<file path="src/shared/crc_sequence_function_consts.vh">
/*
  Constants for the CRC / pseudo-random sequence block: register offsets,
  control field positions, status bit positions and reset values.
  Assumes the includer is a design file or the bench of that block.
*/
// What this block does
// - Disabled seed write also loads shift state
// - Enabled block outside pass mode shifts CRC each rising block clock edge
// - Zero data input yields pseudo-random sequence
// - Selected MSB drives primary output
// - Default compare is state equals seed
// - Equality compare holds high while state equals seed
// - Mode bits select less-or-equal or less-than
// - Compare drives auxiliary output and interrupt
// - Pass mode routes data, rising edge interrupts
// - Pass mode routes clock input to auxiliary
// - Lowest stage takes MSB XOR data
// - Galois taps XOR MSB XOR data into bits
// - Priority decode picks single MSB driver
// - Unity term implied, not stored
// - Polynomial bit 0 is tap 1
// - Chained block takes previous shift output
// - All-zero state with zero data sticks
`ifndef CRC_SEQUENCE_FUNCTION_CONSTS_VH
`define CRC_SEQUENCE_FUNCTION_CONSTS_VH

`define CRC_SEQUENCE_FUNCTION_WIDTH 8
`define CRC_SEQUENCE_FUNCTION_ADDR_W 12

`define CRC_SEQUENCE_FUNCTION_OFF_SHIFT 12'h000
`define CRC_SEQUENCE_FUNCTION_OFF_POLY 12'h004
`define CRC_SEQUENCE_FUNCTION_OFF_SEED 12'h008
`define CRC_SEQUENCE_FUNCTION_OFF_CTRL 12'h00c
`define CRC_SEQUENCE_FUNCTION_OFF_STATUS 12'h010

`define CRC_SEQUENCE_FUNCTION_CTRL_ENABLE 0
`define CRC_SEQUENCE_FUNCTION_CTRL_PASS 1
`define CRC_SEQUENCE_FUNCTION_CTRL_MODE0 2
`define CRC_SEQUENCE_FUNCTION_CTRL_MODE1 3
`define CRC_SEQUENCE_FUNCTION_CTRL_CHAIN 4
`define CRC_SEQUENCE_FUNCTION_CTRL_W 5

`define CRC_SEQUENCE_FUNCTION_ST_CMP 0
`define CRC_SEQUENCE_FUNCTION_ST_IRQ 1
`define CRC_SEQUENCE_FUNCTION_ST_PRIM 2
`define CRC_SEQUENCE_FUNCTION_ST_AUX 3

`define CRC_SEQUENCE_FUNCTION_RST_BYTE 8'h00
`define CRC_SEQUENCE_FUNCTION_RST_CTRL 5'h00
`define CRC_SEQUENCE_FUNCTION_ZERO32 32'h00000000

`endif

</file>
<file path="src/crc_sequence_function_lfsr_stage.v">
/*
  One 8-bit modular shift stage with polynomial taps and its MSB driver
  select. Assumes a caller that holds the registers and steps it.
*/
`timescale 1ns/1ns
`include "crc_sequence_function_consts.vh"

module crc_sequence_function_lfsr_stage (
  input wire [7:0] state_in,
  input wire [7:0] poly_in,
  input wire data_in,
  output wire [7:0] next_out,
  output reg [7:0] msb_sel_out,
  output wire msb_out
);
  integer i;
  reg found;
  wire feedback_bus;

  always @* begin
    msb_sel_out = 8'h00;
    found = 1'b0;
    for (i = 7; i >= 0; i = i - 1) begin
      if (poly_in[i] && !found) begin
        msb_sel_out[i] = 1'b1;
        found = 1'b1;
      end
    end
  end

  assign msb_out = |(state_in & msb_sel_out);
  assign feedback_bus = msb_out ^ data_in;
  // Galois tap XOR; bit 0 is tap 1
  // Feedback enters bit 0 (implied unity term); tap k sits at poly bit k-1
  assign next_out = {state_in[6:0], feedback_bus} ^ ({poly_in[6:0], 1'b0} & {8{feedback_bus}});

endmodule // crc_sequence_function_lfsr_stage

</file>
<file path="src/crc_sequence_function_block.v">
/*
  CRC / pseudo-random sequence block with APB register access, compare,
  pass mode and chaining. Assumes data and clock inputs come from pins or
  another domain and are synchronised here; APB is on clock_in.
*/
`timescale 1ns/1ns
`include "crc_sequence_function_consts.vh"

module crc_sequence_function_block (
  input wire clock_in,
  input wire rst_in,
  input wire psel_in,
  input wire penable_in,
  input wire pwrite_in,
  input wire [11:0] paddr_in,
  input wire [31:0] pwdata_in,
  output reg [31:0] prdata_out,
  output wire pready_out,
  output wire pslverr_out,
  input wire data_in,
  input wire blk_clk_in,
  input wire chain_din_in,
  output reg primary_out,
  output reg aux_out,
  output reg chain_dout_out,
  output reg irq_out
);
  reg [7:0] shift_state_reg_ff;
  reg [7:0] polynomial_reg_ff;
  reg [7:0] seed_compare_reg_ff;
  reg [`CRC_SEQUENCE_FUNCTION_CTRL_W-1:0] control_reg_zero_ff;
  reg [7:0] nxt_shift;
  reg data_s1_ff, data_s2_ff, data_d_ff;
  reg clk_s1_ff, clk_s2_ff, clk_d_ff;
  reg chain_s1_ff, chain_s2_ff;
  reg cmp_d_ff;
  wire [7:0] stage_next;
  wire [7:0] msb_sel;
  wire stage_msb;
  wire enabled;
  wire pass_mode;
  wire step;
  wire serial_din;
  wire wr_en;
  wire cmp_now;
  wire data_rise;

  // Address match, used by the write decode; read decode uses a case
  function reg_hit;
    input [11:0] addr;
    input [11:0] offset;
    begin
      reg_hit = (addr == offset);
    end
  endfunction

  assign enabled = control_reg_zero_ff[`CRC_SEQUENCE_FUNCTION_CTRL_ENABLE];
  assign pass_mode = control_reg_zero_ff[`CRC_SEQUENCE_FUNCTION_CTRL_PASS];
  assign pready_out = 1'b1;
  assign pslverr_out = 1'b0;
  assign wr_en = psel_in & penable_in & pwrite_in;

  // Two-flop synchronisers for outside inputs
  always @(posedge clock_in or posedge rst_in) begin
    if (rst_in) begin
      data_s1_ff <= 1'b0;
      data_s2_ff <= 1'b0;
      data_d_ff <= 1'b0;
      clk_s1_ff <= 1'b0;
      clk_s2_ff <= 1'b0;
      clk_d_ff <= 1'b0;
      chain_s1_ff <= 1'b0;
      chain_s2_ff <= 1'b0;
    end else begin
      data_s1_ff <= data_in;
      data_s2_ff <= data_s1_ff;
      data_d_ff <= data_s2_ff;
      clk_s1_ff <= blk_clk_in;
      clk_s2_ff <= clk_s1_ff;
      clk_d_ff <= clk_s2_ff;
      chain_s1_ff <= chain_din_in;
      chain_s2_ff <= chain_s1_ff;
    end
  end

  // Block clock edge steps the shift register
  assign step = clk_s2_ff & ~clk_d_ff;
  assign data_rise = data_s2_ff & ~data_d_ff;

  // chained block takes previous shift output
  assign serial_din = control_reg_zero_ff[`CRC_SEQUENCE_FUNCTION_CTRL_CHAIN] ? chain_s2_ff : data_s2_ff;

  crc_sequence_function_lfsr_stage u_stage (
    .state_in(shift_state_reg_ff),
    .poly_in(polynomial_reg_ff),
    .data_in(serial_din),
    .next_out(stage_next),
    .msb_sel_out(msb_sel),
    .msb_out(stage_msb)
  );

  // equal by default; mode bits select ordering
  assign cmp_now = !control_reg_zero_ff[`CRC_SEQUENCE_FUNCTION_CTRL_MODE0] ?
                   (shift_state_reg_ff == seed_compare_reg_ff) :
                   (control_reg_zero_ff[`CRC_SEQUENCE_FUNCTION_CTRL_MODE1] ?
                    (shift_state_reg_ff < seed_compare_reg_ff) :
                    (shift_state_reg_ff <= seed_compare_reg_ff));

  always @* begin
    nxt_shift = shift_state_reg_ff;
    if (!enabled && wr_en && reg_hit(paddr_in, `CRC_SEQUENCE_FUNCTION_OFF_SEED))
      nxt_shift = pwdata_in[7:0];
    else if (!enabled && wr_en && reg_hit(paddr_in, `CRC_SEQUENCE_FUNCTION_OFF_SHIFT))
      nxt_shift = pwdata_in[7:0];
    // shift each block clock; zero stays zero on zero data
    else if (enabled && !pass_mode && step)
      nxt_shift = stage_next;
  end

  always @(posedge clock_in or posedge rst_in) begin
    if (rst_in) begin
      shift_state_reg_ff <= `CRC_SEQUENCE_FUNCTION_RST_BYTE;
      polynomial_reg_ff <= `CRC_SEQUENCE_FUNCTION_RST_BYTE;
      seed_compare_reg_ff <= `CRC_SEQUENCE_FUNCTION_RST_BYTE;
      control_reg_zero_ff <= `CRC_SEQUENCE_FUNCTION_RST_CTRL;
    end else begin
      shift_state_reg_ff <= nxt_shift;
      if (wr_en && reg_hit(paddr_in, `CRC_SEQUENCE_FUNCTION_OFF_POLY))
        polynomial_reg_ff <= pwdata_in[7:0];
      if (wr_en && reg_hit(paddr_in, `CRC_SEQUENCE_FUNCTION_OFF_SEED))
        seed_compare_reg_ff <= pwdata_in[7:0];
      if (wr_en && reg_hit(paddr_in, `CRC_SEQUENCE_FUNCTION_OFF_CTRL))
        control_reg_zero_ff <= pwdata_in[`CRC_SEQUENCE_FUNCTION_CTRL_W-1:0];
    end
  end

  // Outputs registered from state; in pass mode primary, aux and irq come from synchronised inputs
  always @(posedge clock_in or posedge rst_in) begin
    if (rst_in) begin
      primary_out <= 1'b0;
      aux_out <= 1'b0;
      chain_dout_out <= 1'b0;
      irq_out <= 1'b0;
      cmp_d_ff <= 1'b0;
    end else begin
      cmp_d_ff <= cmp_now;
      chain_dout_out <= stage_msb;
      if (pass_mode) begin
        primary_out <= data_s2_ff;
        aux_out <= clk_s2_ff;
        irq_out <= data_rise;
      end else begin
        primary_out <= stage_msb;
        aux_out <= enabled & cmp_now;
        irq_out <= enabled & cmp_now;
      end
    end
  end

  always @* begin
    prdata_out = `CRC_SEQUENCE_FUNCTION_ZERO32;
    if (psel_in && !pwrite_in) begin
      case (paddr_in)
        `CRC_SEQUENCE_FUNCTION_OFF_SHIFT: prdata_out[7:0] = shift_state_reg_ff;
        `CRC_SEQUENCE_FUNCTION_OFF_POLY: prdata_out[7:0] = polynomial_reg_ff;
        `CRC_SEQUENCE_FUNCTION_OFF_SEED: prdata_out[7:0] = seed_compare_reg_ff;
        `CRC_SEQUENCE_FUNCTION_OFF_CTRL: prdata_out[`CRC_SEQUENCE_FUNCTION_CTRL_W-1:0] = control_reg_zero_ff;
        `CRC_SEQUENCE_FUNCTION_OFF_STATUS: begin
          prdata_out[`CRC_SEQUENCE_FUNCTION_ST_CMP] = cmp_now;
          prdata_out[`CRC_SEQUENCE_FUNCTION_ST_IRQ] = irq_out;
          prdata_out[`CRC_SEQUENCE_FUNCTION_ST_PRIM] = primary_out;
          prdata_out[`CRC_SEQUENCE_FUNCTION_ST_AUX] = aux_out;
        end
        default: prdata_out = `CRC_SEQUENCE_FUNCTION_ZERO32;
      endcase
    end
  end

endmodule // crc_sequence_function_block

</file>
<file path="config.mk">
export PLATFORM = sky130hd
export DESIGN_NAME = crc_sequence_function_block
export DESIGN_NICKNAME = d
export VERILOG_FILES = /design/src/crc_sequence_function_lfsr_stage.v /design/src/crc_sequence_function_block.v
export VERILOG_INCLUDE_DIRS = /design/src /design/src/shared
export SDC_FILE = /design/constraint.sdc
export NUM_CORES = 1
export LEC_CHECK = 0
export ABC_CLOCK_PERIOD_IN_PS = 2300
export BUFFER_PORTS_ARGS = -buffer_cell sky130_fd_sc_hd__buf_2
export CAP_MARGIN = 10
export CORE_MARGIN = 3
export CORE_UTILIZATION = 35
export DETAILED_ROUTE_END_ITERATION = 6
export SYNTH_ARGS = -nofsm -noshare
export SYNTH_HDL_FRONTEND = slang
export SYNTH_SLANG_ARGS = --single-unit
export TNS_END_PERCENT = 20
</file>
<file path="constraint.sdc">
create_clock -name clock_in -period 2.3 [get_ports clock_in]
set_clock_uncertainty 0.2 [all_clocks]
set_input_delay 0.46 -clock clock_in [delete_from_list [all_inputs] [get_ports clock_in]]
set_output_delay 0.46 -clock clock_in [all_outputs]
set_load 0.03 [all_outputs]
</file>
After elaboration in Yosys (flattened, before gate mapping)
Cells that the tools add are included.

Bits in registers: 41. Input port bits: 52. Output and inout bits: 38. Logic and storage cells: 90.

Order comparisons: 2. Eq/ne operators: 5. Multiplexer cells: 27. Bitwise operators: 11. Reduce and logical (&&, ||, !) cells: 29.

Operators with widths (number): 2-to-1 mux 8 bit (4); == test 12 x 4 -> 1 bit, second input constant (2); 2-to-1 mux 1 bit (20); case mux 4 bit (5 select lines) (1); bitwise AND 8 bit (2); logical AND 1 bit (16); == test 12 x 3 -> 1 bit, second input constant (1); == test 12 x 5 -> 1 bit, second input constant (1); logical NOT 12 bit (1); logical NOT 1 bit (10); case mux 3 bit (3 select lines) (1); == test 8 bit (1); less-or-equal comparator 8 bit (1); < comparator 8 bit (1); OR reduction 8 bit (1); XOR 8 bit (1); bitwise AND 1 bit (5); case mux 1 bit (4 select lines) (1); nonzero test 3 bit (1); NOT 1 bit (2); XOR 1 bit (1).

Logic depth before layout (Yosys ltp)
Gate-level depths: netlist of the first run.

Word-level depth: 30. Mapped depth: 8. Depth with buffers taken out: 8.

Hierarchy
A second synthesis of the first run with hierarchy kept.

Cell total of the unflattened synthesis: 276. Area total of the unflattened synthesis: 2710.1 um^2.

Modules (own cells, without submodules): crc_sequence_function_block (instances 1, cells an instance 219, area an instance 2301.0 um^2, seq. area each 1026.0 um^2); crc_sequence_function_lfsr_stage (instances 1, cells an instance 57, area an instance 409.1 um^2, seq. area each 0.0 um^2).

Worst setup path before layout of the first run
No wires, ideal clock.

Kind: input to output. Start: input port paddr_in[2]. End: output port prdata_out[1]. Data arrival time: 1.930 ns. Data required time: 1.640 ns. Slack: -0.290 ns. Cell stages on the path: 5. Buffers on the path: 2. Cells stage by stage: clkbuf_1 clkbuf_1 mux4_2 a22oi_1 nor2_1.

Word-level cells in the longest chain between the ends: 3. Elaborated cells between the ends (all ways): 7. Those cells by class: eq/ne: 4; mux: 2; reduce/logical: 1.

RTL lines: from (decl) (RTL line crc_sequence_function_block.v:15) `input wire [11:0] paddr_in,`; == test 12 x 5 -> 1 bit, or another cell as far along (RTL line crc_sequence_function_block.v:163) `case (paddr_in)`; case mux 4 bit (5 select lines) (*) (RTL line crc_sequence_function_block.v:163); 2-to-1 mux 8 bit (*) (RTL line crc_sequence_function_block.v:162) `if (psel_in && !pwrite_in) begin`; to (decl) (RTL line crc_sequence_function_block.v:17) `output reg [31:0] prdata_out,`.

Every way passes the cells marked *; elsewhere a longest branch is shown, timed or not.

Worst setup path after layout of the first run
Start: register shift_state_reg_ff[2]. End: output port prdata_out[0].

Word-level cells in the longest chain between the ends: 5. Elaborated cells between the ends (all ways): 7. Those cells by class: order compare: 2; eq/ne: 1; mux: 4.

RTL lines: from (decl) (RTL line crc_sequence_function_block.v:28) `reg [7:0] shift_state_reg_ff;`; from (signal assigned) (RTL line crc_sequence_function_block.v:122) `` shift_state_reg_ff <= `CRC_SEQUENCE_FUNCTION_RST_BYTE; ``; from (signal assigned) (RTL line crc_sequence_function_block.v:127) `shift_state_reg_ff <= nxt_shift;`; less-or-equal comparator 8 bit / < comparator 8 bit (equally long branches) (RTL line crc_sequence_function_block.v:107, crc_sequence_function_block.v:106); 2-to-1 mux 1 bit (RTL line crc_sequence_function_block.v:105) `` (control_reg_zero_ff[`CRC_SEQUENCE_FUNCTION_CTRL_MODE1] ? ``; 2-to-1 mux 1 bit (*) (RTL line crc_sequence_function_block.v:103) `` assign cmp_now = !control_reg_zero_ff[`CRC_SEQUENCE_FUNCTION_CTRL_MODE0] ? ``; case mux 4 bit (5 select lines) (*) (RTL line crc_sequence_function_block.v:163); 2-to-1 mux 8 bit (*) (RTL line crc_sequence_function_block.v:162).

Marked as above.

==> metrics.txt, run 1 <==
HP Class=in -> reg; Vias=2154; GRT Overall Usage=15.9%; Rows=31; Worst Setup SP=shift_state_reg_ff[2]; H-Tree Depth=2; Synth Cell Area=2640 sq um; RSZ-0062 raised after global routing=true; compound-cell area share of the yosys netlist=12.7%; Post-Synth Adder-Cell Area=3.79%; Pwr Density=437 nW/um^2; Worst EP arrival=1.94 ns; core area=7290 sq um; router iterations before antenna repair=4; CP bufs+invs=1; largest family of logic cells by synthesized area=simple AND/OR/NAND/NOR gates; WS Path Type=reg -> out; CTS sink count=41; maximum capacitance violations=0; Worst Hold Depth=1; clock buffer count from CTS=5; final instance area=3530 sq um; crit-path leading delay family=compound AO/OA/AOI/OAI gates; setup TNS=-0.774 ns; Crit. path cell count=8; DRT iter0 DRCs=148; worst hold slack=0.0620 ns; FF+latch count, synth=41; outcome=finished with violations; Main synth FF type=dfrtp_1; Final Cycle Share=113%; layout cell share with drive strength beyond 1=47.5%; part of the Yosys area used for sequential elements=38.8%; CP Data Required Time=1.64 ns; Critical Path End=prdata_out[0]; ys async rst share=100%; # IOs=90; sw power=0.417 mW; Avg Inst Size Synth=10.4 sq um; final hold violations=0; GPL Wtd Cong=0.915; clock share of power=39.0%; Slowest-stage cell, CP=dfrtp_1; Initial Util=36.2%; crit path max fanout=2; P&R area growth vs syn=33.5%; max-slew violations=0; register share of total power=47.8%; R2R Path Start=shift_state_reg_ff[1]; Synth Area in XOR/XNOR=0.332%; total gr overflow=0; Die Wd=92.9 um; global-route wire length before repair=10700 um; worst-margin pin slew=0.699 ns; CTS tree=yes; post-route ant nets=0; post-DR wirelength/cell=16.1 um; post-synthesis mux area share=14.2%; Reg-to-Reg End=shift_state_reg_ff[7]; initial antenna violation count=0; DR DRC count=0; synth warn=0; Post-synth EDFFs=0; Max stage delay on crit path=0.43 ns; failing checks=negative setup slack; Startpoint Class=register; Internal Power=1.13 mW; Yosys cell types=53; gate count of the mapped netlist=254; maximum vdd drop=253 uV; Comb power frac=13.2%; largest net degree at the start of global routing=42; Rel. slew slack=53.2%; die footprint=8620 sq um; total wire length=6990 um; CTS Root Cell=clkbuf_8; Skew-Pair Late Insertion Delay=0.30 ns; CP Cell Sequence=ha_4, nand3_4, o221ai_2, o211ai_1, o2bb2ai_2, a22oi_1, nor2b_1, buf_4; Filler cells=684; diode count=0; post-route setup slack=-0.298 ns; Longest Clk Path Bufs=2; r2r setup slk=0.09 ns; leakage power=1.62 nW; vias per cell=4.96; Worst setup EP type=output port; # port buffers=39; number of global-route vias before repair=2019; switch share=27.0%; CTS clk-pin slew, worst paths=0.09 ns; Synth Area in Simple Gates=19.1%; Setup violations, final=7; FF-to-FF path depth=8; Die Y=92.9 um; Max Clock Freq=385 MHz; Post-DP Area=3110 sq um; DPL Wire Length=4920 um; Final #Nets=394; fin crit period=2.60 ns
[layout make-up]
type	count	area, sq um	share of cell area (%)
Clock inverter	3	46.3	1.31
Inverter	11	41.3	1.17
Clock buffer	5	68.8	1.95
Timing Repair Buffer	82	607	17.2
Sequential cell	41	1030	29.2
Tap cell	99	124	3.51
Multi-Input combinational cell	193	1610	45.7
[cell families after synthesis]
| logic type | Yosys count |
|---|---|
| DFF | 41 |
| adders and majority gates | 8 |
| and+or+nand+nor | 79 |
| other | 2 |
| muxes | 29 |
| buffers and inverters | 44 |
| xor gates and xnor gates | 1 |
| AOI/OAI and AO/OA | 50 |
[stage by stage]
step	setup WS (ns)	std cells	utilization [%]	total power, mW
2_1_floorplan	-0.0793	278	-	0.909
3_3_place_gp	-0.180	420	42.6	0.936
3_5_place_dp	-0.201	420	42.6	0.938
4_1_cts	-0.286	429	46.1	1.55
5_1_grt	-0.423	434	48.4	1.61
6_report	-0.298	434	48.4	1.54
[state kept, by name, summed over array words and instances (netlist names)]
name                 cells
data_s2_ff               1
chain_s2_ff              1
seed_compare_reg_ff      8
clk_d_ff                 1
chain_dout_out           1
irq_out                  1
chain_s1_ff              1
data_s1_ff               1
clk_s1_ff                1
primary_out              1
control_reg_zero_ff      5
aux_out                  1
data_d_ff                1
polynomial_reg_ff        8
clk_s2_ff                1
shift_state_reg_ff       8
[how the worst min path moves through the flow]
| stage | startpoint | to | slack, ns |
|---|---|---|---|
| finish | data_in | data_s1_ff | 0.06 |
| global route | data_in | data_s1_ff | 0.05 |
| CTS | data_in | data_s1_ff | 0.05 |
| detailed placement | data_s1_ff | data_s2_ff | 0.14 |
| global placement | data_s1_ff | data_s2_ff | 0.13 |
| floorplan | chain_s1_ff | chain_s2_ff | 0.13 |
[metal layers]
layer  vias to the layer above  share of wire (%)  global-route usage, %
met1                      1054                 46                   22.1
met3                         8                5.5                   3.17
met5                         -                  0                      0
met2                        71                 47                   24.5
met4                         0                1.3                   5.49
li1                       1021                  -                      -
[cells in the mapped netlist, types with 2 or more instances]
master	n	area share, %
nor2b_1	6	1.4
a221oi_1	5	1.7
dfrtp_1	41	39
and2b_2	4	1.3
a22oi_1	5	1.4
o211ai_1	2	0.57
nor3_1	2	0.38
and3_1	5	1.2
a21o_1	2	0.57
nor2_1	8	1.1
nand2b_1	2	0.47
and2_1	3	0.71
nor3b_1	4	1.1
mux2i_1	10	3.8
nand3b_1	7	2.0
o21ai_0	15	2.8
mux2_2	14	6.0
clkbuf_1	4	0.57
mux4_2	4	3.4
inv_1	11	1.6
ha_1	8	3.8
o21ai_1	6	1.1
nand3_1	4	0.76
a21oi_1	5	0.95
nand2_1	20	2.8
a211oi_1	2	0.57
conb_1	2	0.28
nor3_2	2	0.76
buf_4	27	7.7
[what timing repair did]
action / in CTS / in global routing
pin swaps: 8 / 11
cloned: 0 / 0
hold buffers: 0 / 0
buffers inserted: 1 / 5
gates resized for setup: 27 / 36
endpoints found under the hold margin: 0 / 0
setup endpoints to repair: 8 / 14
[power by group through the flow]
stage | Clock [mW] | Combinational [mW] | Sequential [mW]
after floorplan | 0 | 0.158 | 0.751
after CTS | 0.620 | 0.196 | 0.736
after global routing | 0.650 | 0.220 | 0.738
final | 0.602 | 0.204 | 0.737
after detailed placement | 0 | 0.188 | 0.750
after global placement | 0 | 0.186 | 0.750
[layout by cell type (no fill, tap or decap), types with 4 or more instances in the layout]
cell / instances
a221oi_1: 5
buf_6: 13
ha_4: 5
clkbuf_8: 5
conb_1: 26
nor2_1: 5
nor2b_1: 6
mux2_2: 14
and3_4: 5
nand2_1: 20
inv_1: 8
nor3b_1: 4
o21ai_0: 13
nand3b_1: 7
mux4_2: 5
nor2_2: 4
buf_2: 28
buf_4: 40
and2b_2: 4
mux2i_1: 9
o21ai_1: 7
dfrtp_1: 39
Note: power is estimated with default switching activity, not from simulation.
==> run 2: changes to the inputs <==
--- a/config.mk
+++ b/config.mk
@@ -12,6 +12,7 @@
 export CORE_MARGIN = 3
 export CORE_UTILIZATION = 35
 export DETAILED_ROUTE_END_ITERATION = 6
+export HOLD_SLACK_MARGIN = 0.12
 export SYNTH_ARGS = -nofsm -noshare
 export SYNTH_HDL_FRONTEND = slang
 export SYNTH_SLANG_ARGS = --single-unit
==> metrics.txt, run 2 (synthesis gave the netlist of run 1 again) <==
CTS clk-pin slew, worst paths=0.08 ns (about the same); initial antenna violation count=0 (unchanged); layout cell share with drive strength beyond 1=46.9% (-0.56 points); Post-DP Area=3110 sq um (unchanged); commonest non-fill, non-tap cell in the layout=buf_4; met3 Use GR=3.17% (unchanged); Worst EP arrival=1.93 ns (about the same); P&R area growth vs syn=35.1%; FF-to-FF path depth=8 (unchanged); # port buffers=39 (unchanged); Pwr Density=434 nW/um^2 (-0.78%); multi-input combinational cell area=1610 sq um (unchanged); router iterations before antenna repair=4 (unchanged); max-slew violations=0 (unchanged); number of global-route vias before repair=2021 (+0.099%); fin crit period=2.59 ns (-0.00554 ns); post-route setup slack=-0.292 ns (+0.00554 ns); failing checks=negative setup slack; placed instance count=420 (unchanged); GR peak layer=met2; diode count=0 (unchanged); met2 Use GR=24.5% (unchanged); CTS tree=yes; Final Cycle Share=113% (-0.24 points); Worst setup EP type=output port; Longest Clk Path Bufs=2 (unchanged); clock buffer count from CTS=5 (unchanged); Setup violations, final=7 (unchanged); Rel. slew slack=53.0% (-0.26 points); total gr overflow=0 (unchanged); leakage power=1.64 nW (+1.0%); dpl ws=-0.201 ns (unchanged); WS Path Type=reg -> out; setup TNS=-0.761 ns (+0.0130 ns); largest net degree at the start of global routing=42 (unchanged); H-Tree Depth=2 (unchanged); DRT iter0 DRCs=134 (-9.5%); die footprint=8620 sq um (unchanged); Skew-Pair Late Insertion Delay=0.30 ns (about the same); final instance area=3570 sq um (+1.1%); CTS Root Cell=clkbuf_8; Die Y=92.9 um (unchanged); post-DR wirelength/cell=15.9 um (-1.2%); Worst Hold Depth=0 (-1); register area=1030 sq um (unchanged); core area=7290 sq um (unchanged); HP Class=reg -> reg; RSZ-0062 raised after global routing=true; commonest cells after routing, fill and taps aside=buf_4, dfrtp_1, buf_2; worst-margin pin slew=0.703 ns (+0.00391 ns); # IOs=90 (unchanged); Max Clock Freq=386 MHz (+0.21%); vias per cell=4.99 (+0.60%); Filler cells=685 (+0.15%); post-route ant nets=0 (unchanged); Die Wd=92.9 um (unchanged); GPL Wtd Cong=0.915 (unchanged); grt met1 use=22.1% (+0.051 points); total wire length=6970 um (-0.27%); Startpoint Class=register; CTS sink count=41 (unchanged); crit path max fanout=2 (unchanged); largest registers=polynomial_reg_ff x8, seed_compare_reg_ff x8, shift_state_reg_ff x8; Final #Nets=398 (+1.0%); DPL Wire Length=4920 um (unchanged); Initial Util=36.2% (unchanged); outcome=finished with violations; CP Data Required Time=1.64 ns (about the same); non-filler instance count after layout=438 (+0.92%); GRT Overall Usage=15.9% (+0.017 points); maximum capacitance violations=0 (unchanged); DR DRC count=0 (unchanged); final hold violations=0 (unchanged); Vias=2187 (+1.5%); Rows=31 (unchanged); Tot Pwr=1.55 mW (+0.35%); maximum vdd drop=253 uV (-0.19%); global-route wire length before repair=10700 um (+0.13%)
[run 2: changes by cell type in the layout (fill, tap and decap cells not counted), sizes merged]
| cell | change |
|---|---|
| dlygate4sd3 | +4 |
[run 2: report_power, final]
part	internal (mW)	switching, mW
sequential	0.730	0.00624
clock	0.325	0.277
combinational	0.0745	0.134
[run 2: worst max-delay path, stage by stage, from the launching register on]
cell and delay [ns]:
dfrtp_1 0.42, ha_4 0.31, nand3_4 0.08, o221ai_2 0.17, o211ai_1 0.13, o2bb2ai_2 0.16
a22oi_1 0.14, nor2b_1 0.06, buf_4 0.16
[run 2: per-layer routing]
layer,share of wire [%],vias up
li1,-,1033
met1,45,1063
met2,47,82
met3,6.0,9
met4,1.6,0
met5,0,-
[run 2: worst paths after layout]
kind	startpoint	to	slack, ns
max	shift_state_reg_ff[2]	prdata_out[0]	-0.29
min	data_s1_ff	data_s2_ff	0.15
max reg2reg	shift_state_reg_ff[1]	shift_state_reg_ff[7]	0.10
min reg2reg	data_s1_ff	data_s2_ff	0.15
max in group asynchronous	rst_in	shift_state_reg_ff[0]	0.84
min in group asynchronous	rst_in	polynomial_reg_ff[2]	0.63
[run 2: what timing repair did]
item | in CTS | in global routing
setup buffers | 1 | 5
gates resized for setup | 27 | 36
endpoints found under the hold margin | 44 | 0
hold buffers | 4 | 0
endpoints found under the setup margin | 8 | 14
pin swaps | 8 | 11
gates cloned | 0 | 0
[run 2: metrics by stage]
stage               utilization, %  hold slack (ns)
floorplan                        -            0.131
global placement              42.6            0.132
CTS                           46.6            0.156
finish                        48.9            0.154
global route                  48.9            0.159
detailed placement            42.6            0.136
[run 2: area by class of cell]
| class | instances | area share, % |
|---|---|---|
| Tap cell | 99 | 3.47 |
| Multi-Input combinational cell | 193 | 45.2 |
| Clock buffer | 5 | 1.93 |
| Timing Repair Buffer | 86 | 18.1 |
| Inverter | 11 | 1.16 |
| Sequential cell | 41 | 28.8 |
| Clock inverter | 3 | 1.30 |
==> run 3: changes to the inputs <==
==> constraint.sdc (replaced) <==
create_clock -name clock_in -period 2.3 [get_ports clock_in]
set_clock_uncertainty 0.2 [all_clocks]
set_input_delay 0.345 -clock clock_in [delete_from_list [all_inputs] [get_ports clock_in]]
set_output_delay 0.345 -clock clock_in [all_outputs]
set_load 0.03 [all_outputs]
==> metrics.txt, run 3 (synthesis gave the netlist of run 1 again) <==
outcome=finished with violations; failing checks=negative setup slack; Vias=2193 (+0.27%); Startpoint Class=register; CP Data Required Time=1.75 ns (+0.11 ns); largest net degree at the start of global routing=42 (unchanged); vias per cell=5.03 (+0.73%); Rows=31 (unchanged); Worst setup EP type=output port; Rel. slew slack=60.7% (+7.8 points); Skew-Pair Late Insertion Delay=0.30 ns (about the same); sw power=0.404 mW (-3.3%); H-Tree Depth=2 (unchanged); register share of total power=44.8% (-2.8 points); Die Wd=92.9 um (unchanged); final hold violations=0 (unchanged); DRT iter0 DRCs=168 (+25%); HP Class=in -> reg; DPL Wire Length=4980 um (+1.3%); worst-margin pin slew=0.587 ns (-0.116 ns); largest registers=polynomial_reg_ff x8, seed_compare_reg_ff x8, shift_state_reg_ff x8; CTS clk-pin slew, worst paths=0.08 ns (about the same); CTS Root Cell=clkbuf_8; maximum vdd drop=309 uV (+22%); total wire length=6720 um (-3.6%); initial antenna violation count=0 (unchanged); post-DR wirelength/cell=15.4 um (-3.2%); Comb power frac=12.5% (-1.0 points); core area=7290 sq um (unchanged); leakage power=1.62 nW (-0.95%); Die Y=92.9 um (unchanged); Final Cycle Share=107% (-5.4 points); Slowest-stage cell, CP=dfrtp_1; Final #Nets=396 (-0.50%); # port buffers=39 (unchanged); non-filler instance count after layout=436 (-0.46%); final instance area=3440 sq um (-3.5%); GRT Overall Usage=15.9% (+0.069 points); commonest cells after routing, fill and taps aside=dfrtp_1, buf_2, buf_4; Tot Pwr=1.64 mW (+6.3%); global-route wire length before repair=10800 um (+0.70%); number of global-route vias before repair=2085 (+3.2%); dpl ws=-0.0544 ns (+0.146 ns); # IOs=90 (unchanged); Filler cells=694 (+1.3%); WS Path Type=reg -> out; setup TNS=-0.344 ns (+0.417 ns); max-slew violations=0 (unchanged); diode count=0 (unchanged); clock buffer count from CTS=5 (unchanged); Longest Clk Path Bufs=2 (unchanged); Initial Util=36.2% (unchanged); DR DRC count=0 (unchanged); layout cell share with drive strength beyond 1=40.7% (-6.2 points); Internal Power=1.24 mW (+9.8%); P&R area growth vs syn=30.3%; CTS tree=yes; router iterations before antenna repair=4 (unchanged); final cell utilization of the core=47.2% (-1.7 points); Setup violations, final=3 (-4); placed instance count=411 (-2.1%); worst hold slack=0.142 ns (-0.0121 ns); Worst EP arrival=1.92 ns (about the same); commonest non-fill, non-tap cell in the layout=dfrtp_1; total gr overflow=0 (unchanged); CP Cell Sequence=ha_4, nand3_2, o221ai_2, o211ai_1, o2bb2ai_2, a22oi_2, nor2b_1, buf_4; Post-DP Area=3020 sq um (-2.7%); Max Clock Freq=405 MHz (+5.0%); RSZ-0062 raised after global routing=true; switch share=24.5% (-2.4 points); maximum capacitance violations=0 (unchanged); fin crit period=2.47 ns (-0.124 ns); r2r setup slk=0.08 ns (-0.02 ns); die footprint=8620 sq um (unchanged); GPL Wtd Cong=0.825 (-9.9%); crit path max fanout=2 (unchanged); Max stage delay on crit path=0.42 ns (about the same); Pwr Density=478 nW/um^2 (+10%); post-route setup slack=-0.168 ns (+0.124 ns); clock share of power=42.7% (+3.8 points); CTS sink count=41 (unchanged); post-route ant nets=0 (unchanged)
-- run 3: cell types whose count changed in the layout (fill, tap and decap cells not counted), sizes merged --
cell | previous run | this run
buf | 82 | 74
dlygate4sd3 | 4 | 10
bufinv | 1 | 2
clkinv | 1 | 0
clkinvlp | 1 | 0
inv | 11 | 12
-- run 3: layout make-up --
class                   count  area, sq um  area share, %
clock inverters             3         68.8           2.00
inverters                  11         41.3           1.20
multi-input cells         193         1550           45.0
well taps                  99          124           3.60
repair buffers             84          563           16.4
clock buffers               5         68.8           2.00
flip-flops and latches     41         1030           29.8
-- run 3: power by group through the flow --
stage          Clock, mW  Combinational [mW]  Sequential, mW
5_1_grt            0.754               0.224           0.738
3_3_place_gp           0               0.182           0.750
6_report           0.703               0.206           0.736
3_5_place_dp           0               0.183           0.751
4_1_cts            0.721               0.201           0.736
2_1_floorplan          0               0.157           0.751
-- run 3: routing by layer --
metal	part of all wire (%)	global-route usage, %	vias up
li1	-	-	1021
met1	44	21.5	1071
met2	47	26.5	92
met3	7.1	2.92	9
met4	1.5	3.79	0
met5	0	0	-
-- run 3: worst paths after layout --
path,start,endpoint,depth (start not counted)
max in group asynchronous,rst_in,polynomial_reg_ff[5],4
hold reg to reg,chain_s1_ff,chain_s2_ff,0
setup reg to reg,shift_state_reg_ff[2],shift_state_reg_ff[2],9
setup / recovery,shift_state_reg_ff[2],prdata_out[0],8
min in group asynchronous,rst_in,data_s1_ff,4
hold / removal,pwdata_in[1],seed_compare_reg_ff[1],3
-- run 3: timing repair --
action,CTS,global route
buffers inserted,4,3
cloned,0,0
endpoints found under the setup margin,6,13
pin swaps,3,4
hold buffers,10,0
hold endpoints to repair,52,0
gates resized for setup,12,12
-- run 3: worst max-delay path, delay by kind of cell (launching register included) --
kind / cells / cell delay, ns
compound gates: 4 / 0.59
fa+ha+maj: 1 / 0.29
buf+inv: 1 / 0.16
flops: 1 / 0.42
simple gates: 2 / 0.16
